$ cat src/rtl/phys_filter_pkg.sv
// Package: offsets, field positions, reset values and encodings of the physical request node filter
package phys_filter_pkg;

    // ****************************************************************
    // Register offsets (byte addresses)
    // ****************************************************************
    localparam logic [11:0] OFF_FILT_HIGH_SET  = 12'h110;
    localparam logic [11:0] OFF_FILT_HIGH_CLR  = 12'h114;
    localparam logic [11:0] OFF_FILT_LOW_SET   = 12'h118;
    localparam logic [11:0] OFF_FILT_LOW_CLR   = 12'h11C;
    localparam logic [11:0] OFF_UPPER_BOUND    = 12'h120;
    localparam logic [11:0] OFF_ROUTE_STATUS   = 12'h124;
    localparam logic [11:0] OFF_ROUTE_CONTROL  = 12'h128;

    // ****************************************************************
    // Reset values and fields
    // ****************************************************************
    localparam logic [31:0] FILT_LOW_RESET     = 32'h00000000;
    localparam logic [31:0] FILT_HIGH_RESET    = 32'h00000000;
    localparam logic [31:0] UPPER_BOUND_VALUE  = 32'h00000000;
    localparam logic [31:0] UNMAPPED_READ      = 32'h00000000;
    localparam logic [9:0]  LOCAL_BUS_RESET    = 10'h3FF;
    localparam int          REMOTE_BUS_BIT     = 31;
    localparam int          HIGH_NODE_BASE     = 32;
    localparam logic [5:0]  NODE_LAST          = 6'h3E;
    localparam int          CTL_LOCAL_BUS_LSB  = 0;
    localparam int          STS_PHYS_CNT_LSB   = 0;
    localparam int          STS_ASYNC_CNT_LSB  = 8;
    localparam int          STS_DROP_CNT_LSB   = 16;
    localparam int          STS_BUSY_BIT       = 24;
    localparam int          STS_CNT_W          = 8;

    // ****************************************************************
    // Routing outcomes
    // ****************************************************************
    typedef enum logic [1:0] {
        ROUTE_PHYS  = 2'b00,
        ROUTE_ASYNC = 2'b01,
        ROUTE_DROP  = 2'b10
    } route_e;

endpackage

$ cat src/rtl/rsc_word.sv
// One read/set/clear register word with a set alias and a clear alias
`timescale 1ns/1ps
module rsc_word
    import phys_filter_pkg::*;
#(
    parameter logic [31:0] RESET_VALUE = 32'h00000000
) (
    input  wire logic        i_clk,     // System clock
    input  wire logic        i_rst_n,   // Synchronous reset, active low
    input  wire logic        i_set,     // Write to the set alias
    input  wire logic        i_clr,     // Write to the clear alias
    input  wire logic [31:0] i_wdata,   // Write data, ones select bits
    output logic      [31:0] o_value    // Stored word
);

    typedef struct packed {
        logic [31:0] word;
    } rsc_state_s;

    rsc_state_s state_ff;
    rsc_state_s nxt_state;

    // Ones set or clear; zeros leave bits alone
    always_comb begin
        nxt_state = state_ff;
        if (i_set) begin
            nxt_state.word = state_ff.word | i_wdata;
        end else if (i_clr) begin
            nxt_state.word = state_ff.word & ~i_wdata;
        end
    end

    // Register, cleared at reset so no node is enabled
    always_ff @(posedge i_clk) begin
        if (!i_rst_n) begin
            state_ff.word <= RESET_VALUE;
        end else begin
            state_ff <= nxt_state;
        end
    end

    assign o_value = state_ff.word;

endmodule

$ cat src/rtl/route_counter.sv
// Saturating event counter for routing statistics
`timescale 1ns/1ps
module route_counter
    import phys_filter_pkg::*;
(
    input  wire logic                 i_clk,    // System clock
    input  wire logic                 i_rst_n,  // Synchronous reset, active low
    input  wire logic                 i_inc,    // Count one event
    input  wire logic                 i_clear,  // Zero the count
    output logic      [STS_CNT_W-1:0] o_count   // Current count
);

    typedef struct packed {
        logic [STS_CNT_W-1:0] cnt;
    } cnt_state_s;

    cnt_state_s state_ff;
    cnt_state_s nxt_state;

    // Saturate rather than wrap so software never misreads a small count; increment with clear leaves a count of one
    always_comb begin
        nxt_state = state_ff;
        if (i_clear) begin
            nxt_state.cnt = '0;
        end
        // A clear at saturation must still let the new event count as one
        if (i_inc && (i_clear || state_ff.cnt != {STS_CNT_W{1'b1}})) begin
            nxt_state.cnt = i_clear ? STS_CNT_W'(1) : STS_CNT_W'(state_ff.cnt + 1'b1);
        end
    end

    always_ff @(posedge i_clk) begin
        if (!i_rst_n) begin
            state_ff.cnt <= '0;
        end else begin
            state_ff <= nxt_state;
        end
    end

    assign o_count = state_ff.cnt;

endmodule

$ cat src/rtl/physical_request_node_filter.sv
// Physical request node filter: filter registers and per-request routing decision
// Contract
// - Low word bit n routes local node n physical requests to physical context.
// - High word bits 30..0 enable local nodes 62..32, node equals bit plus 32.
// - Low word covers only node identifiers 0 to 31.
// - Physical filter check happens only after the async filter check passed; remote-bus requests skip the async check and bit 31 alone decides.
// - Clear filter bit sends the request to the async request receive context.
// - Low word has set alias 118h, clear alias 11Ch, both read stored value.
// - All filter bits reset to zero.
// - Upper bound register at 120h ignores writes and reads zero.
// - High bit 31 accepts non-local bus requests; clear means not acknowledged.
// - Per-node comparison applies only when source is on the local bus.
// - High word has set alias 110h and clear alias 114h.
`timescale 1ns/1ps
module physical_request_node_filter
    import phys_filter_pkg::*;
(
    input  wire logic        i_clk,             // System clock, 40 MHz
    input  wire logic        i_rst_n,           // Synchronous reset, active low
    // Register port
    input  wire logic [11:0] i_addr,            // Byte address
    input  wire logic [31:0] i_wdata,           // Write data
    input  wire logic        i_wr,              // Write strobe
    input  wire logic        i_rd,              // Read strobe
    output logic      [31:0] o_rdata,           // Read data, cycle after strobe
    // Request side
    input  wire logic        i_req_valid,       // Physical request to route, one cycle
    input  wire logic [15:0] i_req_src_id,      // Source ID: bus[15:6], node[5:0]
    input  wire logic        i_req_async_ok,    // Async filter already passed
    output logic             o_route_valid,     // Decision valid, one cycle
    output logic             o_route_phys,      // Serve by physical request context
    output logic             o_route_async,     // Serve by async request receive context
    output logic             o_route_drop,      // Do not acknowledge
    output logic      [15:0] o_route_src_id,    // Source ID of the decision
    // Filter word view
    output logic      [31:0] o_node_phys_enable_low,  // Low filter word
    output logic      [31:0] o_node_phys_enable_high  // High filter word
);

    // ****************************************************************
    // State
    // ****************************************************************
    typedef struct packed {
        logic [31:0] rdata;
        logic        route_valid;
        route_e      route;
        logic [15:0] src_id;
        logic [9:0]  local_bus;
    } top_state_s;

    top_state_s state_ff;
    top_state_s nxt_state;

    logic [31:0] filt_low;
    logic [31:0] filt_high;
    logic        wr_low_set;
    logic        wr_low_clr;
    logic        wr_high_set;
    logic        wr_high_clr;
    logic        wr_ctl;
    logic        stat_clear;
    logic [STS_CNT_W-1:0] cnt_phys;
    logic [STS_CNT_W-1:0] cnt_async;
    logic [STS_CNT_W-1:0] cnt_drop;
    logic [9:0]  src_bus;
    logic [5:0]  src_node;
    logic        node_enabled;
    logic        remote_bus_accept;
    route_e      route_now;

    // ****************************************************************
    // Write decode
    // ****************************************************************
    // Writes to the upper bound offset decode to nothing and so are ignored
    assign wr_low_set  = i_wr && (i_addr == OFF_FILT_LOW_SET);
    assign wr_low_clr  = i_wr && (i_addr == OFF_FILT_LOW_CLR);
    assign wr_high_set = i_wr && (i_addr == OFF_FILT_HIGH_SET);
    assign wr_high_clr = i_wr && (i_addr == OFF_FILT_HIGH_CLR);
    assign wr_ctl      = i_wr && (i_addr == OFF_ROUTE_CONTROL);
    // Any write to the status offset zeroes the counters
    assign stat_clear  = i_wr && (i_addr == OFF_ROUTE_STATUS);

    // ****************************************************************
    // Filter words
    // ****************************************************************
    rsc_word #(
        .RESET_VALUE (FILT_LOW_RESET)
    ) u_filt_low (
        .i_clk   (i_clk),
        .i_rst_n (i_rst_n),
        .i_set   (wr_low_set),
        .i_clr   (wr_low_clr),
        .i_wdata (i_wdata),
        .o_value (filt_low)
    );

    rsc_word #(
        .RESET_VALUE (FILT_HIGH_RESET)
    ) u_filt_high (
        .i_clk   (i_clk),
        .i_rst_n (i_rst_n),
        .i_set   (wr_high_set),
        .i_clr   (wr_high_clr),
        .i_wdata (i_wdata),
        .o_value (filt_high)
    );

    // ****************************************************************
    // Routing decision
    // ****************************************************************
    assign src_bus           = i_req_src_id[15:6];
    assign src_node          = i_req_src_id[5:0];
    assign remote_bus_accept = filt_high[REMOTE_BUS_BIT];

    // Node 63 is the broadcast ID and has no enable bit
    always_comb begin
        node_enabled = 1'b0;
        if (src_node < 6'(HIGH_NODE_BASE)) begin
            node_enabled = filt_low[src_node[4:0]];
        end else if (src_node <= NODE_LAST) begin
            node_enabled = filt_high[5'(src_node - 6'(HIGH_NODE_BASE))];
        end
    end

    // The local bus check comes first; remote sources bypass per-node bits
    always_comb begin
        route_now = ROUTE_ASYNC;
        if (src_bus != state_ff.local_bus) begin
            route_now = remote_bus_accept ? ROUTE_PHYS : ROUTE_DROP;
        end else if (!i_req_async_ok) begin
            route_now = ROUTE_DROP;
        end else if (node_enabled) begin
            route_now = ROUTE_PHYS;
        end else begin
            route_now = ROUTE_ASYNC;
        end
    end

    // ****************************************************************
    // Counters
    // ****************************************************************
    route_counter u_cnt_phys (
        .i_clk   (i_clk),
        .i_rst_n (i_rst_n),
        .i_inc   (i_req_valid && route_now == ROUTE_PHYS),
        .i_clear (stat_clear),
        .o_count (cnt_phys)
    );

    route_counter u_cnt_async (
        .i_clk   (i_clk),
        .i_rst_n (i_rst_n),
        .i_inc   (i_req_valid && route_now == ROUTE_ASYNC),
        .i_clear (stat_clear),
        .o_count (cnt_async)
    );

    route_counter u_cnt_drop (
        .i_clk   (i_clk),
        .i_rst_n (i_rst_n),
        .i_inc   (i_req_valid && route_now == ROUTE_DROP),
        .i_clear (stat_clear),
        .o_count (cnt_drop)
    );

    // ****************************************************************
    // Next state: decision capture, control, read data
    // ****************************************************************
    // The decision is sampled from the filter value before any write in the same
    // cycle lands, so a request in flight keeps the old setting.
    always_comb begin
        nxt_state             = state_ff;
        nxt_state.route_valid = i_req_valid;
        if (i_req_valid) begin
            nxt_state.route  = route_now;
            nxt_state.src_id = i_req_src_id;
        end
        if (wr_ctl) begin
            nxt_state.local_bus = i_wdata[CTL_LOCAL_BUS_LSB +: 10];
        end
        nxt_state.rdata = state_ff.rdata;
        if (i_rd) begin
            case (i_addr)
                OFF_FILT_LOW_SET,
                OFF_FILT_LOW_CLR:  nxt_state.rdata = filt_low;
                OFF_FILT_HIGH_SET,
                OFF_FILT_HIGH_CLR: nxt_state.rdata = filt_high;
                OFF_UPPER_BOUND:   nxt_state.rdata = UPPER_BOUND_VALUE;
                OFF_ROUTE_CONTROL: nxt_state.rdata = {22'h0, state_ff.local_bus};
                OFF_ROUTE_STATUS: begin
                    nxt_state.rdata = '0;
                    nxt_state.rdata[STS_PHYS_CNT_LSB  +: STS_CNT_W] = cnt_phys;
                    nxt_state.rdata[STS_ASYNC_CNT_LSB +: STS_CNT_W] = cnt_async;
                    nxt_state.rdata[STS_DROP_CNT_LSB  +: STS_CNT_W] = cnt_drop;
                    nxt_state.rdata[STS_BUSY_BIT]                   = state_ff.route_valid;
                end
                default:           nxt_state.rdata = UNMAPPED_READ;
            endcase
        end
    end

    // Register the whole state
    always_ff @(posedge i_clk) begin
        if (!i_rst_n) begin
            state_ff.rdata       <= '0;
            state_ff.route_valid <= 1'b0;
            state_ff.route       <= ROUTE_ASYNC;
            state_ff.src_id      <= '0;
            state_ff.local_bus   <= LOCAL_BUS_RESET;
        end else begin
            state_ff <= nxt_state;
        end
    end

    // ****************************************************************
    // Outputs
    // ****************************************************************
    assign o_rdata                 = state_ff.rdata;
    assign o_route_valid           = state_ff.route_valid;
    assign o_route_phys            = state_ff.route_valid && state_ff.route == ROUTE_PHYS;
    assign o_route_async           = state_ff.route_valid && state_ff.route == ROUTE_ASYNC;
    assign o_route_drop            = state_ff.route_valid && state_ff.route == ROUTE_DROP;
    assign o_route_src_id          = state_ff.src_id;
    assign o_node_phys_enable_low  = filt_low;
    assign o_node_phys_enable_high = filt_high;

endmodule

$ cat config.mk
export PLATFORM = sky130hd
export DESIGN_NAME = physical_request_node_filter
export DESIGN_NICKNAME = d
export VERILOG_FILES = /design/src/rtl/phys_filter_pkg.sv /design/src/rtl/rsc_word.sv /design/src/rtl/route_counter.sv /design/src/rtl/physical_request_node_filter.sv
export SDC_FILE = /design/constraint.sdc
export NUM_CORES = 1
export LEC_CHECK = 0
export BUFFER_PORTS_ARGS = -buffer_cell sky130_fd_sc_hd__buf_2
export CORE_UTILIZATION = 40
export CTS_CLUSTER_DIAMETER = 80
export DETAILED_ROUTE_END_ITERATION = 10
export SLEW_MARGIN = 10
export SYNTH_ARGS = -nofsm -noshare
export SYNTH_HDL_FRONTEND = slang
export SYNTH_SLANG_ARGS = --single-unit
$ cat constraint.sdc
create_clock -name i_clk -period 3.18 [get_ports i_clk]
set_input_delay 0.159 -clock i_clk [delete_from_list [all_inputs] [get_ports i_clk]]
set_output_delay 0.159 -clock i_clk [all_outputs]
set_load 0.05 [all_outputs]
==> results_dict.tcl <==
set metrics [dict create \
    synth_edf_count 0 \
    period_share_pct 83.1 \
    io_pins 182 \
    avgSynthCellArea_sq_um 9.13 \
    diodes 0 \
    antenna_found_initial 0 \
    first_global_vias 6205 \
    cts.repair.resized 0 \
    ys_types 62 \
    hp-class "input port to flip-flop" \
    die_area_sq_um 19200 \
    seq_area_frac_synth_pct 40.1 \
    seqPwrFrac_pct 42.7 \
    cts-root-buf "clkbuf_16" \
    synth_commonest_cells "dfxtp_1 (149), a21oi_1 (99), nor2_1 (67), a311oi_1 (64), buf_4 (55)" \
    syn_inst 815 \
    yosysWarningCount 0 \
    htree_levels 4 \
    slew_viol_final 0 \
    p_per_area_nw_per_um2 492 \
    drtAntennaViolNets 0 \
    overflow 0 \
    die_w_um 138 \
    cts_hold_buf 33 \
    start_util_pct 41.2 \
    first_pass_iters 8 \
    max_cap_violations 0 \
    drtIter0Drc 585 \
    whs_ps 1.79 \
    switchingPower_uw 1090 \
    synth_top_area_cell "dfxtp_1" \
    clock_latency_ps 430 \
    viasPerCell 5.72 \
    pwr-share-comb_pct 8.8 \
    finalHoldViolations 0 \
    port_buffers 181 \
    grt_max_degree 65 \
    relSlewSlack_pct 51.4 \
    wl_per_cell_um 19.2 \
    fin_skew_ps 12.9 \
    switching_share_pct 24.5 \
    tightest_slew_ps 729 \
    p_leak_uw 0.00366 \
    grt_pass1_wl_um 35700 \
    fp.coreArea_sq_um 18100 \
    grt_usage_pct 23.8 \
    ir_drop_uv 381 \
    cp.arrival_ps 2950 \
    fillers 1744 \
    drive_gt1_share_pct 26.8 \
    cts_setup_buffers 0 \
    synth_ff_type "dfxtp_1" \
    path_max_fanout 16 \
    num_rows 49 \
    fp.dieH_um 138 \
    pwr-share-clk_pct 48.5 \
    place_area_sq_um 8130 \
    dpl.hpwl_um 16100 \
    multi_input_area_sq_um 3730 \
    path_clk_slew_ps 60 \
    layout.nets 1018 \
    stdcell_area_sq_um 9090 \
    synthesis.nets 884 \
    cts_tree "built" \
    yosysTopAreaCellShare_pct 40.1 \
    clockBufferDepth 2 \
    routabilityCongestion 0.868 \
    cts_num_sinks 149 \
    synthTopCellsByArea "dfxtp_1 (40%), a311oi_1 (7.5%), a21oi_1 (6.7%)" \
    critPathLaunchType "flip-flop" \
    endpoint_kind "flip-flop" \
    required_ps 3490 \
    register_area_sq_um 2980 \
    rsz0062_at_grt "false" \
    wl_um 22900 \
    p_int_uw 3380 \
    synth.most_common_cell "dfxtp_1" \
    vias 6802 \
    ys_seq_elements 149 \
    violations "design-rule violations" \
    outcome "complete, but fails checks" \
    p_total_uw 4470 \
    setup_tns_ps 0 \
    crit_type "flip-flop to flip-flop" \
    drc 10 \
    cts_buffers 17 \
    syn_area_sq_um 7440 \
    syn_to_final_growth_pct 22.1 \
    async_reset_ff_share_pct 0 \
    max_freq_ghz 0.378 \
    min_period_ps 2640 \
    setup_viol 0 \
]
[through the flow]
stage | setup slack (ps) | instances | util (%)
floorplan | 622 | 815 | -
global placement | 398 | 1126 | 45.0
detailed placement | 343 | 1126 | 45.0
CTS | 562 | 1190 | 50.3
global route | 381 | 1190 | 50.3
finish | 537 | 1190 | 50.3
[area by class of cell]
class,count,area share [%]
well taps,229,3.15
clock buffers,19,4.98
repair buffers,231,15.3
inverters,18,0.757
clock inverters,12,1.95
multi-input cells,532,41.1
flip-flops and latches,149,32.8
[cells by family (layout without fill, tap and decap cells)]
| logic type | after synthesis | in the layout | synth area share (%) |
|---|---|---|---|
| buf+inv | 134 | 280 | 9.88 |
| mux | 62 | 62 | 10.1 |
| flops | 149 | 149 | 40.1 |
| compound gates | 243 | 243 | 22.8 |
| simple gates | 206 | 206 | 14.5 |
| fa+ha+maj | 3 | 3 | 0.504 |
| xor+xnor | 18 | 18 | 2.12 |
[layout by cell type, fill, tap and decap left out, types with 3 or more instances in the layout]
| master | count |
|---|---|
| nand3b_1 | 5 |
| a22o_1 | 10 |
| a311oi_1 | 64 |
| mux2_2 | 7 |
| a211oi_1 | 15 |
| xor2_1 | 7 |
| clkbuf_16 | 17 |
| bufinv_16 | 4 |
| o22ai_1 | 10 |
| mux4_2 | 10 |
| ha_1 | 3 |
| dfxtp_1 | 149 |
| o31ai_1 | 9 |
| nand2_1 | 37 |
| nand2b_1 | 11 |
| mux2i_1 | 45 |
| o21ai_1 | 3 |
| a31oi_1 | 3 |
| a221oi_1 | 10 |
| or4_1 | 10 |
| clkinv_2 | 3 |
| nor2_1 | 67 |
| xnor2_1 | 11 |
| buf_4 | 15 |
| clkinvlp_4 | 4 |
| and2_1 | 16 |
| nand4_1 | 6 |
| nand3_1 | 28 |
| inv_1 | 17 |
| a21oi_1 | 99 |
| and3_1 | 7 |
| buf_2 | 181 |
| dlygate4sd3_1 | 33 |
[worst paths after layout]
path,from,endpoint,slack [ps],cells past startpoint
worst max register to register,flip-flop,u_cnt_phys.o_count[6]$_SDFFE_PN0P_,540,7
worst max-delay path,flip-flop,u_cnt_phys.o_count[6]$_SDFFE_PN0P_,540,7
worst min register to register,o_rdata[27]$_SDFFE_PN0P_,o_rdata[27]$_SDFFE_PN0P_,470,2
worst min-delay path,i_req_src_id[8],o_route_src_id[8]$_SDFFE_PN0P_,2,3
[metal layers]
metal | part of all wire, % | wire length, um | up-vias | global-route usage [%]
li1 | - | - | 3280 | -
met2 | 45 | 10400 | 217 | 36.1
met3 | 5.3 | 1210 | 18 | 4.16
met4 | 1.0 | 236 | 0 | 7.04
met1 | 48 | 11000 | 3287 | 34.4
met5 | 0 | 0 | - | 0
[critical path, cell delays in order, from the launching register on]
cell and delay [ps]:
dfxtp_1 350, mux4_2 470, or2_0 200, a311o_1 340, a32oi_2 400, o21a_1 500
or4_1 190, a21oi_1 60
[power groups by stage]
stage	registers, uW	logic (uW)	clock network [uW]
after floorplan	1950	265	0
after global placement	1950	357	0
after detailed placement	1950	360	0
after CTS	1910	392	2190
after global routing	1910	420	2270
final	1910	394	2170
Power figures use the tool's default switching activity.
